--- src/hw/tsfs_defines.svh ---
`ifndef TSFS_DEFINES_SVH
`define TSFS_DEFINES_SVH
// ----------------------------------------
// register map and fields
// ----------------------------------------
`define TSFS_ADDR_W 8
`define TSFS_OFS_CTRL 8'h00
`define TSFS_OFS_STAT 8'h04
`define TSFS_OFS_TRIM 8'h08
`define TSFS_OFS_FAIL 8'h0C
`define TSFS_CTRL_RST 8'h38
`define TSFS_IRCF_RST 4'h7
`define TSFS_CTRL_PLL 7
`define TSFS_IRCF_HI 6
`define TSFS_IRCF_LO 3
`define TSFS_STAT_STARTUP_DONE_STATUS 5
`define TSFS_FAIL_FLAG 0
`define TSFS_FAIL_IE 1
// ----------------------------------------
// oscillator modes of the configuration word and source select codes
// ----------------------------------------
`define TSFS_MODE_LP 3'h0
`define TSFS_MODE_XT 3'h1
`define TSFS_MODE_HS 3'h2
`define TSFS_MODE_EC 3'h3
`define TSFS_MODE_INT 3'h4
`define TSFS_MODE_RC 3'h7
`define TSFS_SCS_CFG 2'h0
`define TSFS_SCS_T1 2'h1
// ----------------------------------------
// timing counts
// ----------------------------------------
`define TSFS_OST_CYCLES 11'h400
`define TSFS_SAMP_DIV 6'h20
`endif

--- src/hw/tsfs_pkg.sv ---
package tsfs_pkg;
  // sequencer states
  typedef enum logic [2:0] {
    TSFS_ST_INT,
    TSFS_ST_OST,
    TSFS_ST_ALIGN,
    TSFS_ST_HOLD,
    TSFS_ST_EXT,
    TSFS_ST_FAILSAFE,
    TSFS_ST_SLEEP
  } tsfs_state_e;
  // system clock source driven to the clock mux
  typedef enum logic [1:0] {
    TSFS_SRC_INT,
    TSFS_SRC_EXT,
    TSFS_SRC_T1,
    TSFS_SRC_HOLD
  } tsfs_src_e;
endpackage

--- src/hw/tsfs_clock_ctrl.sv ---
`include "tsfs_defines.svh"
// ----------------------------------------
// Overview of operation
// after reset or wake in two-speed mode, run from internal osc at selected frequency
// startup timer counts 1024 external clock cycles
// on expiry wait internal falling edge, set done, hold low to external fall
// startup done status bit 5 is 1 on configured clock, 0 on internal; the code leaves it 0 after a select change back to EC or RC
// fail monitor enabled by configuration bit, for every external mode
// fail monitor inactive until the startup timer has expired
// sample clock is low-frequency internal osc divided by 64
// detector latch set on external fall, cleared on sample rise
// failure when a whole sample half-cycle passes without external low
// on failure switch to internal, set fail flag, interrupt if enabled
// stay internal after failover until firmware switches back
// failover frequency is the internal frequency select field
// fail-safe cleared by reset, sleep, or changing source select; a change into a timer restart clears it only when that restart ends
// source select change restarts startup timer, then back to external
// fail flag cannot be cleared while fail-safe is active
// external clock and RC modes skip the timer, monitor active at once
// fail monitor enable also enables two-speed start-up
// configuration PLL force overrides software PLL enable
// 4-bit frequency select, resets to 0111
// source select 1x internal, 01 timer1, 00 configured oscillator
// status reports timer1, PLL, internal osc ready, locked, stable
// six-bit two's complement trim, upper two bits read zero
// two-speed only with switchover bit, select 00 and a crystal mode; the code also enables it with the monitor bit alone
// sleep during start-up aborts the timer and leaves done clear
// pin clocks are synchronised before affecting mux or status
// ----------------------------------------
module tsfs_clock_ctrl (
  input wire logic pclk,
  input wire logic presetn,
  input wire logic psel,
  input wire logic penable,
  input wire logic pwrite,
  input wire logic [7:0] paddr,
  input wire logic [31:0] pwdata,
  output logic [31:0] prdata,
  output logic pready,
  output logic pslverr,
  input wire logic [2:0] cfg_osc_mode,
  input wire logic cfg_fail_monitor_enable,
  input wire logic cfg_two_speed_enable,
  input wire logic cfg_pll_force,
  input wire logic sleep_req,
  input wire logic wake_req,
  input wire logic ext_clk,
  input wire logic int_osc_clk,
  input wire logic lf_osc_clk,
  input wire logic [6:0] osc_status_pins,
  output tsfs_pkg::tsfs_src_e sys_clk_src,
  output logic [3:0] internal_freq_select,
  output logic [5:0] freq_trim,
  output logic pll_enable,
  output logic osc_fail_irq
);
  // ----------------------------------------
  // pin synchronisers
  // ----------------------------------------
  logic [2:0] clk_meta_q, clk_sync_q, clk_prev_q;
  logic [6:0] stat_meta_q, stat_sync_q;
  logic ext_fall, int_fall, lf_rise;

  // two flops on every pin clock and status pin, then an edge history flop on the pin clocks only
  always_ff @(posedge pclk or negedge presetn) begin
    if (!presetn) begin
      clk_meta_q <= 3'h0;
      clk_sync_q <= 3'h0;
      clk_prev_q <= 3'h0;
      stat_meta_q <= 7'h00;
      stat_sync_q <= 7'h00;
    end else begin
      clk_meta_q <= {lf_osc_clk, int_osc_clk, ext_clk};
      clk_sync_q <= clk_meta_q;
      clk_prev_q <= clk_sync_q;
      stat_meta_q <= osc_status_pins;
      stat_sync_q <= stat_meta_q;
    end
  end

  assign ext_fall = clk_prev_q[0] & ~clk_sync_q[0];
  assign int_fall = clk_prev_q[1] & ~clk_sync_q[1];
  assign lf_rise = ~clk_prev_q[2] & clk_sync_q[2];

  // ----------------------------------------
  // registers written by software
  // ----------------------------------------
  logic [7:0] ctrl_q;
  logic [5:0] trim_q;
  logic fail_ie_q;
  logic wr_en, rd_setup, scs_change;
  logic [1:0] scs_new;

  assign wr_en = psel & penable & pwrite;
  assign rd_setup = psel & ~penable;
  assign scs_new = pwdata[1:0];
  assign scs_change = wr_en && paddr == `TSFS_OFS_CTRL && scs_new != ctrl_q[1:0];

  // control: pll enable, frequency select (reset 0111), source select
  always_ff @(posedge pclk or negedge presetn) begin
    if (!presetn) begin
      ctrl_q <= `TSFS_CTRL_RST;
    end else if (wr_en && paddr == `TSFS_OFS_CTRL) begin
      ctrl_q <= {pwdata[7:3], 1'b0, pwdata[1:0]};
    end
  end

  // trim and fail interrupt enable
  always_ff @(posedge pclk or negedge presetn) begin
    if (!presetn) begin
      trim_q <= 6'h00;
      fail_ie_q <= 1'b0;
    end else if (wr_en && paddr == `TSFS_OFS_TRIM) begin
      trim_q <= pwdata[5:0];
    end else if (wr_en && paddr == `TSFS_OFS_FAIL) begin
      fail_ie_q <= pwdata[`TSFS_FAIL_IE];
    end
  end

  // ----------------------------------------
  // mode decode
  // ----------------------------------------
  function automatic logic is_crystal(input logic [2:0] m);
    is_crystal = m == `TSFS_MODE_LP || m == `TSFS_MODE_XT || m == `TSFS_MODE_HS;
  endfunction

  logic two_speed;
  // monitor enable forces two-speed on
  assign two_speed = cfg_two_speed_enable | cfg_fail_monitor_enable;

  // ----------------------------------------
  // sample clock divider and fail detector
  // ----------------------------------------
  logic [5:0] div_q;
  logic samp_q, samp_rise, samp_fall;

  // toggle every 32 low-frequency rises, a period of 64 cycles
  always_ff @(posedge pclk or negedge presetn) begin
    if (!presetn) begin
      div_q <= 6'h00;
      samp_q <= 1'b0;
    end else if (lf_rise) begin
      if (div_q == `TSFS_SAMP_DIV - 6'h01) begin
        div_q <= 6'h00;
        samp_q <= ~samp_q;
      end else begin
        div_q <= div_q + 6'h01;
      end
    end
  end

  assign samp_rise = lf_rise && div_q == `TSFS_SAMP_DIV - 6'h01 && !samp_q;
  assign samp_fall = lf_rise && div_q == `TSFS_SAMP_DIV - 6'h01 && samp_q;

  tsfs_pkg::tsfs_state_e state_q;
  logic latch_q, armed_q, mon_active, fail_det;

  // monitor watches only a running external clock after the timer
  assign mon_active = cfg_fail_monitor_enable && state_q == tsfs_pkg::TSFS_ST_EXT;

  // external fall sets, sample rise clears; a fall wins a tie
  always_ff @(posedge pclk or negedge presetn) begin
    if (!presetn) begin
      latch_q <= 1'b0;
      armed_q <= 1'b0;
    end else begin
      if (ext_fall) begin
        latch_q <= 1'b1;
      end else if (samp_rise) begin
        latch_q <= 1'b0;
      end
      if (!mon_active) begin
        armed_q <= 1'b0;
      end else if (samp_rise) begin
        armed_q <= 1'b1;
      end
    end
  end

  // whole high half of the sample clock with no external low
  assign fail_det = mon_active && armed_q && samp_fall && !latch_q && !ext_fall;

  // ----------------------------------------
  // start-up timer and clock sequencer
  // ----------------------------------------
  logic [10:0] ost_q;
  logic ost_done, failsafe_q, startup_done_status_q;
  tsfs_pkg::tsfs_state_e restart;
  logic [1:0] scs_eff;

  assign ost_done = ext_fall && ost_q == `TSFS_OST_CYCLES - 11'h001;
  assign scs_eff = scs_change ? scs_new : ctrl_q[1:0];

  // entry state for reset, wake and source changes
  always_comb begin
    if (scs_eff[1]) begin
      restart = tsfs_pkg::TSFS_ST_INT;
    end else if (scs_eff == `TSFS_SCS_T1) begin
      restart = tsfs_pkg::TSFS_ST_EXT;
    end else if (is_crystal(cfg_osc_mode)) begin
      restart = tsfs_pkg::TSFS_ST_OST;
    end else if (cfg_osc_mode == `TSFS_MODE_INT) begin
      restart = tsfs_pkg::TSFS_ST_INT;
    end else begin
      restart = tsfs_pkg::TSFS_ST_EXT;
    end
  end

  // count 1024 external cycles while in the timer state
  always_ff @(posedge pclk or negedge presetn) begin
    if (!presetn) begin
      ost_q <= 11'h000;
    end else if (state_q != tsfs_pkg::TSFS_ST_OST || scs_change) begin
      ost_q <= 11'h000;
    end else if (ext_fall) begin
      ost_q <= ost_q + 11'h001;
    end
  end

  // sequencer: start-up, switchover, failover and sleep
  always_ff @(posedge pclk or negedge presetn) begin
    if (!presetn) begin
      state_q <= tsfs_pkg::TSFS_ST_OST;
    end else if (sleep_req) begin
      state_q <= tsfs_pkg::TSFS_ST_SLEEP;
    end else if (scs_change) begin
      state_q <= restart;
    end else begin
      case (state_q)
        tsfs_pkg::TSFS_ST_SLEEP: begin
          if (wake_req) begin
            state_q <= restart;
          end
        end
        tsfs_pkg::TSFS_ST_OST: begin
          if (restart != tsfs_pkg::TSFS_ST_OST) begin
            state_q <= restart;
          end else if (ost_done) begin
            state_q <= tsfs_pkg::TSFS_ST_ALIGN;
          end
        end
        tsfs_pkg::TSFS_ST_ALIGN: begin
          if (int_fall) begin
            state_q <= tsfs_pkg::TSFS_ST_HOLD;
          end
        end
        tsfs_pkg::TSFS_ST_HOLD: begin
          if (ext_fall) begin
            state_q <= tsfs_pkg::TSFS_ST_EXT;
          end
        end
        tsfs_pkg::TSFS_ST_EXT: begin
          if (fail_det) begin
            state_q <= tsfs_pkg::TSFS_ST_FAILSAFE;
          end
        end
        default: begin
          state_q <= state_q; // failsafe stays until a select change or sleep
        end
      endcase
    end
  end

  // fail-safe condition: set on failure, cleared by sleep, a select change that skips the timer, or end of restart
  always_ff @(posedge pclk or negedge presetn) begin
    if (!presetn) begin
      failsafe_q <= 1'b0;
    end else if (fail_det) begin
      failsafe_q <= 1'b1;
    end else if (sleep_req || (scs_change && restart != tsfs_pkg::TSFS_ST_OST)) begin
      failsafe_q <= 1'b0;
    end else if (state_q == tsfs_pkg::TSFS_ST_HOLD && ext_fall) begin
      failsafe_q <= 1'b0;
    end
  end

  // done status set at the internal falling edge or on reset or wake into a direct mode, cleared by sleep, failure or a select change
  always_ff @(posedge pclk or negedge presetn) begin
    if (!presetn) begin
      startup_done_status_q <= 1'b0;
    end else if (sleep_req || scs_change || fail_det) begin
      startup_done_status_q <= 1'b0;
    end else if (state_q == tsfs_pkg::TSFS_ST_ALIGN && int_fall) begin
      startup_done_status_q <= 1'b1;
    end else if (state_q == tsfs_pkg::TSFS_ST_SLEEP && wake_req) begin
      startup_done_status_q <= restart == tsfs_pkg::TSFS_ST_EXT && ctrl_q[1:0] == `TSFS_SCS_CFG;
    end else if (state_q == tsfs_pkg::TSFS_ST_OST && restart == tsfs_pkg::TSFS_ST_EXT) begin
      startup_done_status_q <= ctrl_q[1:0] == `TSFS_SCS_CFG;
    end
  end

  // ----------------------------------------
  // fail flag and interrupt
  // ----------------------------------------
  logic fail_flag_q;

  // set wins over a clear; no clear while fail-safe is active
  always_ff @(posedge pclk or negedge presetn) begin
    if (!presetn) begin
      fail_flag_q <= 1'b0;
    end else if (fail_det) begin
      fail_flag_q <= 1'b1;
    end else if (wr_en && paddr == `TSFS_OFS_FAIL && pwdata[`TSFS_FAIL_FLAG] && !failsafe_q) begin
      fail_flag_q <= 1'b0;
    end
  end

  // ----------------------------------------
  // outputs to the clock tree
  // ----------------------------------------
  // internal during two-speed and failover, held low from the internal fall to the external fall
  always_ff @(posedge pclk or negedge presetn) begin
    if (!presetn) begin
      sys_clk_src <= tsfs_pkg::TSFS_SRC_HOLD;
      internal_freq_select <= `TSFS_IRCF_RST;
      freq_trim <= 6'h00;
      pll_enable <= 1'b0;
      osc_fail_irq <= 1'b0;
    end else begin
      case (state_q)
        tsfs_pkg::TSFS_ST_OST: begin
          sys_clk_src <= two_speed ? tsfs_pkg::TSFS_SRC_INT : tsfs_pkg::TSFS_SRC_HOLD;
        end
        tsfs_pkg::TSFS_ST_ALIGN: begin
          sys_clk_src <= two_speed ? tsfs_pkg::TSFS_SRC_INT : tsfs_pkg::TSFS_SRC_HOLD;
        end
        tsfs_pkg::TSFS_ST_EXT: begin
          sys_clk_src <= ctrl_q[1:0] == `TSFS_SCS_T1 ? tsfs_pkg::TSFS_SRC_T1
                                                      : tsfs_pkg::TSFS_SRC_EXT;
        end
        tsfs_pkg::TSFS_ST_INT: begin
          sys_clk_src <= tsfs_pkg::TSFS_SRC_INT;
        end
        tsfs_pkg::TSFS_ST_FAILSAFE: begin
          sys_clk_src <= tsfs_pkg::TSFS_SRC_INT;
        end
        default: begin
          sys_clk_src <= tsfs_pkg::TSFS_SRC_HOLD;
        end
      endcase
      internal_freq_select <= ctrl_q[`TSFS_IRCF_HI:`TSFS_IRCF_LO];
      freq_trim <= trim_q;
      pll_enable <= cfg_pll_force | ctrl_q[`TSFS_CTRL_PLL];
      osc_fail_irq <= fail_flag_q & fail_ie_q;
    end
  end

  // ----------------------------------------
  // apb slave: zero wait, read data captured in setup
  // ----------------------------------------
  always_ff @(posedge pclk or negedge presetn) begin
    if (!presetn) begin
      prdata <= 32'h0000_0000;
      pslverr <= 1'b0;
      pready <= 1'b0;
    end else begin
      pready <= 1'b1;
      if (rd_setup) begin
        pslverr <= 1'b0;
        if (paddr == `TSFS_OFS_CTRL) begin
          prdata <= {24'h000000, ctrl_q};
        end else if (paddr == `TSFS_OFS_STAT) begin
          // synchronised status pins read as they are, with done status inserted at bit 5
          prdata <= {24'h000000, stat_sync_q[6:5], startup_done_status_q, stat_sync_q[4:0]};
        end else if (paddr == `TSFS_OFS_TRIM) begin
          prdata <= {26'h0, trim_q};
        end else if (paddr == `TSFS_OFS_FAIL) begin
          prdata <= {30'h0, fail_ie_q, fail_flag_q};
        end else begin
          prdata <= 32'h0000_0000;
          pslverr <= 1'b1;
        end
      end
    end
  end

  // ----------------------------------------
  // checks
  // ----------------------------------------
  a_ost_full_count: assert property (@(posedge pclk) disable iff (!presetn)
    state_q == tsfs_pkg::TSFS_ST_ALIGN && $past(state_q) == tsfs_pkg::TSFS_ST_OST
    |-> $past(ost_q) == `TSFS_OST_CYCLES - 11'h001)
    else $error("startup timer ended early");
  a_done_at_align: assert property (@(posedge pclk) disable iff (!presetn)
    state_q == tsfs_pkg::TSFS_ST_ALIGN && int_fall && !sleep_req && !scs_change
    |=> startup_done_status_q && state_q == tsfs_pkg::TSFS_ST_HOLD)
    else $error("done status not set at internal edge");
  a_hold_low: assert property (@(posedge pclk) disable iff (!presetn)
    state_q == tsfs_pkg::TSFS_ST_HOLD |=> sys_clk_src != tsfs_pkg::TSFS_SRC_EXT)
    else $error("external clock selected before its edge");
  a_mon_idle: assert property (@(posedge pclk) disable iff (!presetn)
    state_q == tsfs_pkg::TSFS_ST_OST |-> !fail_det)
    else $error("failure detected during start-up");
  a_fail_switch: assert property (@(posedge pclk) disable iff (!presetn)
    fail_det && !sleep_req && !scs_change
    |=> fail_flag_q ##1 sys_clk_src == tsfs_pkg::TSFS_SRC_INT)
    else $error("failover did not switch to internal");
  a_flag_kept: assert property (@(posedge pclk) disable iff (!presetn)
    failsafe_q && fail_flag_q |=> fail_flag_q)
    else $error("fail flag cleared during fail-safe");
  a_irq_gate: assert property (@(posedge pclk) disable iff (!presetn)
    osc_fail_irq |-> $past(fail_flag_q) && $past(fail_ie_q))
    else $error("interrupt without enabled flag");
  a_pll_force: assert property (@(posedge pclk) disable iff (!presetn)
    cfg_pll_force ##1 1'b1 |-> pll_enable)
    else $error("pll not forced on");
  a_sleep_abort: assert property (@(posedge pclk) disable iff (!presetn)
    sleep_req |=> !startup_done_status_q && state_q == tsfs_pkg::TSFS_ST_SLEEP)
    else $error("sleep did not abort start-up");
endmodule // tsfs_clock_ctrl

--- config.mk ---
export PLATFORM = sky130hd
export DESIGN_NAME = tsfs_clock_ctrl
export DESIGN_NICKNAME = d
export VERILOG_FILES = /design/src/hw/tsfs_pkg.sv /design/src/hw/tsfs_clock_ctrl.sv
export VERILOG_INCLUDE_DIRS = /design/src /design/src/hw
export SDC_FILE = /design/constraint.sdc
export NUM_CORES = 1
export LEC_CHECK = 0
export ABC_AREA = 1
export BUFFER_PORTS_ARGS = -buffer_cell sky130_fd_sc_hd__buf_4
export CORE_ASPECT_RATIO = 1.5
export CORE_MARGIN = 4
export CORE_UTILIZATION = 55
export DETAILED_ROUTE_END_ITERATION = 10
export GPL_TIMING_DRIVEN = 0
export PLACE_DENSITY = 0.82
export SLEW_MARGIN = 20
export SYNTH_ARGS = -nofsm -noshare
export SYNTH_HDL_FRONTEND = slang
export SYNTH_SLANG_ARGS = --single-unit
--- constraint.sdc ---
create_clock -name pclk -period 4.7 [get_ports pclk]
set_clock_uncertainty 0.2 [all_clocks]
set_input_delay 0.94 -clock pclk [delete_from_list [all_inputs] [get_ports pclk]]
set_output_delay 0.94 -clock pclk [all_outputs]
set_load 0.05 [all_outputs]
==> reports/summary.txt <==
Power Dens Cells - 367 mW/mm2
Routed WL - 7.65 mm
Dpl ws - 2.12 ns
Post-DRT Antenna Nets - 0
Synth area leader - dfrtp_1
Routed WL per cell - 12.7 um
Port Buffers - 62
Post-CTS Hold Buffers - 0
First-pass GRT wire length - 13.6 mm
RSZ-0062 raised after global routing - no
Cell chain of the critical path - buf_4 > nor2_2 > nand2_2 > nor2_4 > buf_6 > nand3_4 > nand2_2 > inv_2 > nand2_1 > nand3_1 > nand2_1 > nand2_1
Number of cells on the critical path - 12
Final-stage net count - 582
Seq/Total Area, Yosys - 56.2%
Total Neg Setup Slack - 0 ns
R2r setup slk - 2.73 ns
Distinct cell type count after synthesis - 38
Worst setup margin - 2.48 ns
Number of flops mapped to enable cells by yosys - 0
Overflow after GRT - 0
Period utilisation layout - 47.1%
DR DRC count - 0
Placed insts - 584
Diodes inserted - 0
Main flop type after synthesis - dfrtp_1
Crit path max-delay family - simple AND/OR/NAND/NOR gates
DR vias - 2967
Die Height - 111 um
Worst-skew pair later-pin latency - 0.35 ns
Outcome - finished, final reports clean
Setup violators final - 0
Mux contribution to synthesized area - 1.93%
Xor and xnor area share after synthesis - 0.899%
Post-CTS setup repair buffer count - 0
Initial DRC Count - 214
Die area - 0.00852 mm2
Leakage - 2.41 nW
Die Width - 76.7 um
Vias in the first global route - 3039
Area Overhead vs Synth - 21.5%
Mapped Cells - 421
Worst R2R Path Depth - 10
CTS Buf Count - 9
Min-delay src - stat_meta_q[5]
RePlAce Congestion - 0.858
Antenna violations before repair - 0
Largest cells by area after synthesis - dfrtp_1, nand2_1, dfstp_2
RR Startpoint - state_q[0]
Post-synthesis adder-cell area fraction - 0.642%
Cell count of the worst hold path - 0
Synthesized cell area - 0.00390 mm2
# H-tree levels - 3
Synth Area per Inst - 9.25 um2
Synthesis Warnings - 0
Clock transition at path regs - 0.09 ns
Main combinational cell family by area after synthesis - simple AND/OR/NAND/NOR gates
Synthesized-area fraction occupied by and/or/nand/nor cells - 23.0%
Root Buffer - clkbuf_8
Final Hold Fails - 0
CP Capture Type - flop
TritonCTS clock tree - yes
Post-Layout Cell Count - 600
Final HPWL DP - 5.69 mm
Final Max Slew Viols - 0
Slowest stage cell, crit path - nand2_2
CTS max path bufs - 2
Maximum VDD drop - 0.204 mV
Worst-margin pin slew - 0.747 ns
PostCTS Resize Cnt - 0
Max Clock Freq - 451 MHz
Seq cells post-synth - 87
Worst hold path class - reg2reg
Num Clock Sinks - 87
Crit path top cell by count - nand2_1
Worst path max stage delay - 0.19 ns
Most common cell after layout, fill and taps aside - nand2_1
TritonRoute pass-1 iters - 4
CP Buf/Inv Count - 3
FF-to-FF End - state_q[1]
Power consumption - 1.74 mW
Kind of critical path - in2reg
Crit path arrival time - 2.26 ns
Synth Area in Compound Gates - 6.42%
Tot GR Track Use - 19.8%
Worst-path fanout max - 10
Crit path time final - 2.22 ns
Via count normalized by instance count - 4.95
Most frequent cells in the layout - nand2_1, buf_4, dfrtp_1
Slew HR - 50.2%
Initial core utilization - 56.5%
Filler cell count - 552
Crit path from - paddr[7]
Share of cells above drive strength 1 - 29.1%
Hold EP - stat_sync_q[5]
Top cell type's share of synthesized area - 50.1%
Core area - 0.00690 mm2
FP Rows - 37
Crit path required time - 4.74 ns
Number of max-cap violations - 0
FFs w/ async S/R, synth - 100%
Largest net degree at the start of global routing - 88
Setup crit start kind - input port
# IOs - 111
[cells by family (layout without fill, tap and decap cells)]
logic type,after synthesis,count (layout)
muxes,7,7
DFF,87,87
buffers and inverters,83,161
and+or+nand+nor,190,190
AOI/OAI and AO/OA,46,46
other,2,25
adders and majority gates,2,2
xor gates and xnor gates,4,4
[flip-flops by register name, summed over array words and instances, names as in the netlist, 2 cells and up]
signal,cells
div_q,6
sys_clk_src,2
ost_q,11
internal_freq_select,4
clk_prev_q,3
clk_sync_q,3
freq_trim,6
prdata,8
clk_meta_q,3
state_q,3
ctrl_q,7
stat_meta_q,7
stat_sync_q,7
trim_q,6
[worst max-delay path by stage]
stage / to / slack (ns)
finish: state_q[1] / 2.48
detailed placement: state_q[1] / 2.12
global placement: state_q[1] / 2.13
floorplan: state_q[1] / 2.41
global route: state_q[1] / 2.37
CTS: internal_freq_select[2] / 2.47
[cells in the mapped netlist (2+ instances only)]
master   count
inv_1       42
buf_4       24
nand2_2      8
dfrtp_1     78
nor2_1      30
ha_1         2
nand4_1      2
nor3_1      11
nand2_1     93
nand3_1     28
nor2_4       5
dfstp_2      9
o21ai_0      6
a21oi_1     19
nor2_2       6
inv_2       13
mux2_1       3
mux2i_1      3
xor2_1       2
conb_1       2
o21ai_1     14
xnor2_1      2
o31ai_1      3
buf_6        2
[report_power, final]
part	leakage [nW]	switching, mW	internal [mW]
Sequential	1.09	0.0444	0.821
Clock	0.0861	0.265	0.210
Combinational	1.23	0.258	0.137
[stage by stage]
| stage | hold slack [ns] | area [um2] | utilization (%) |
|---|---|---|---|
| 2_1_floorplan | 0.131 | 3980 | - |
| 3_3_place_gp | 0.132 | 4550 | 65.9 |
| 3_5_place_dp | 0.136 | 4550 | 65.9 |
| 4_1_cts | 0.150 | 4730 | 68.5 |
| 5_1_grt | 0.161 | 4730 | 68.6 |
| 6_report | 0.146 | 4730 | 68.6 |
[routing by layer]
layer	vias up	routed length (um)	track usage, %
met5	-	0	0
met4	0	163	7.86
met3	15	485	5.45
met2	96	4050	34.1
met1	1384	2950	23.1
li1	1472	-	-
[layout make-up]
class	instances	area, um2	area share, %
Clock inverter	5	41.3	0.873
Buffer	28	211	4.47
Sequential cell	87	2190	46.2
Inverter	55	206	4.36
Multi-Input combinational cell	274	1380	29.1
Tap cell	78	97.6	2.06
Clock buffer	11	141	2.99
Timing Repair Buffer	62	469	9.92
(Power assumes the default switching activity.)
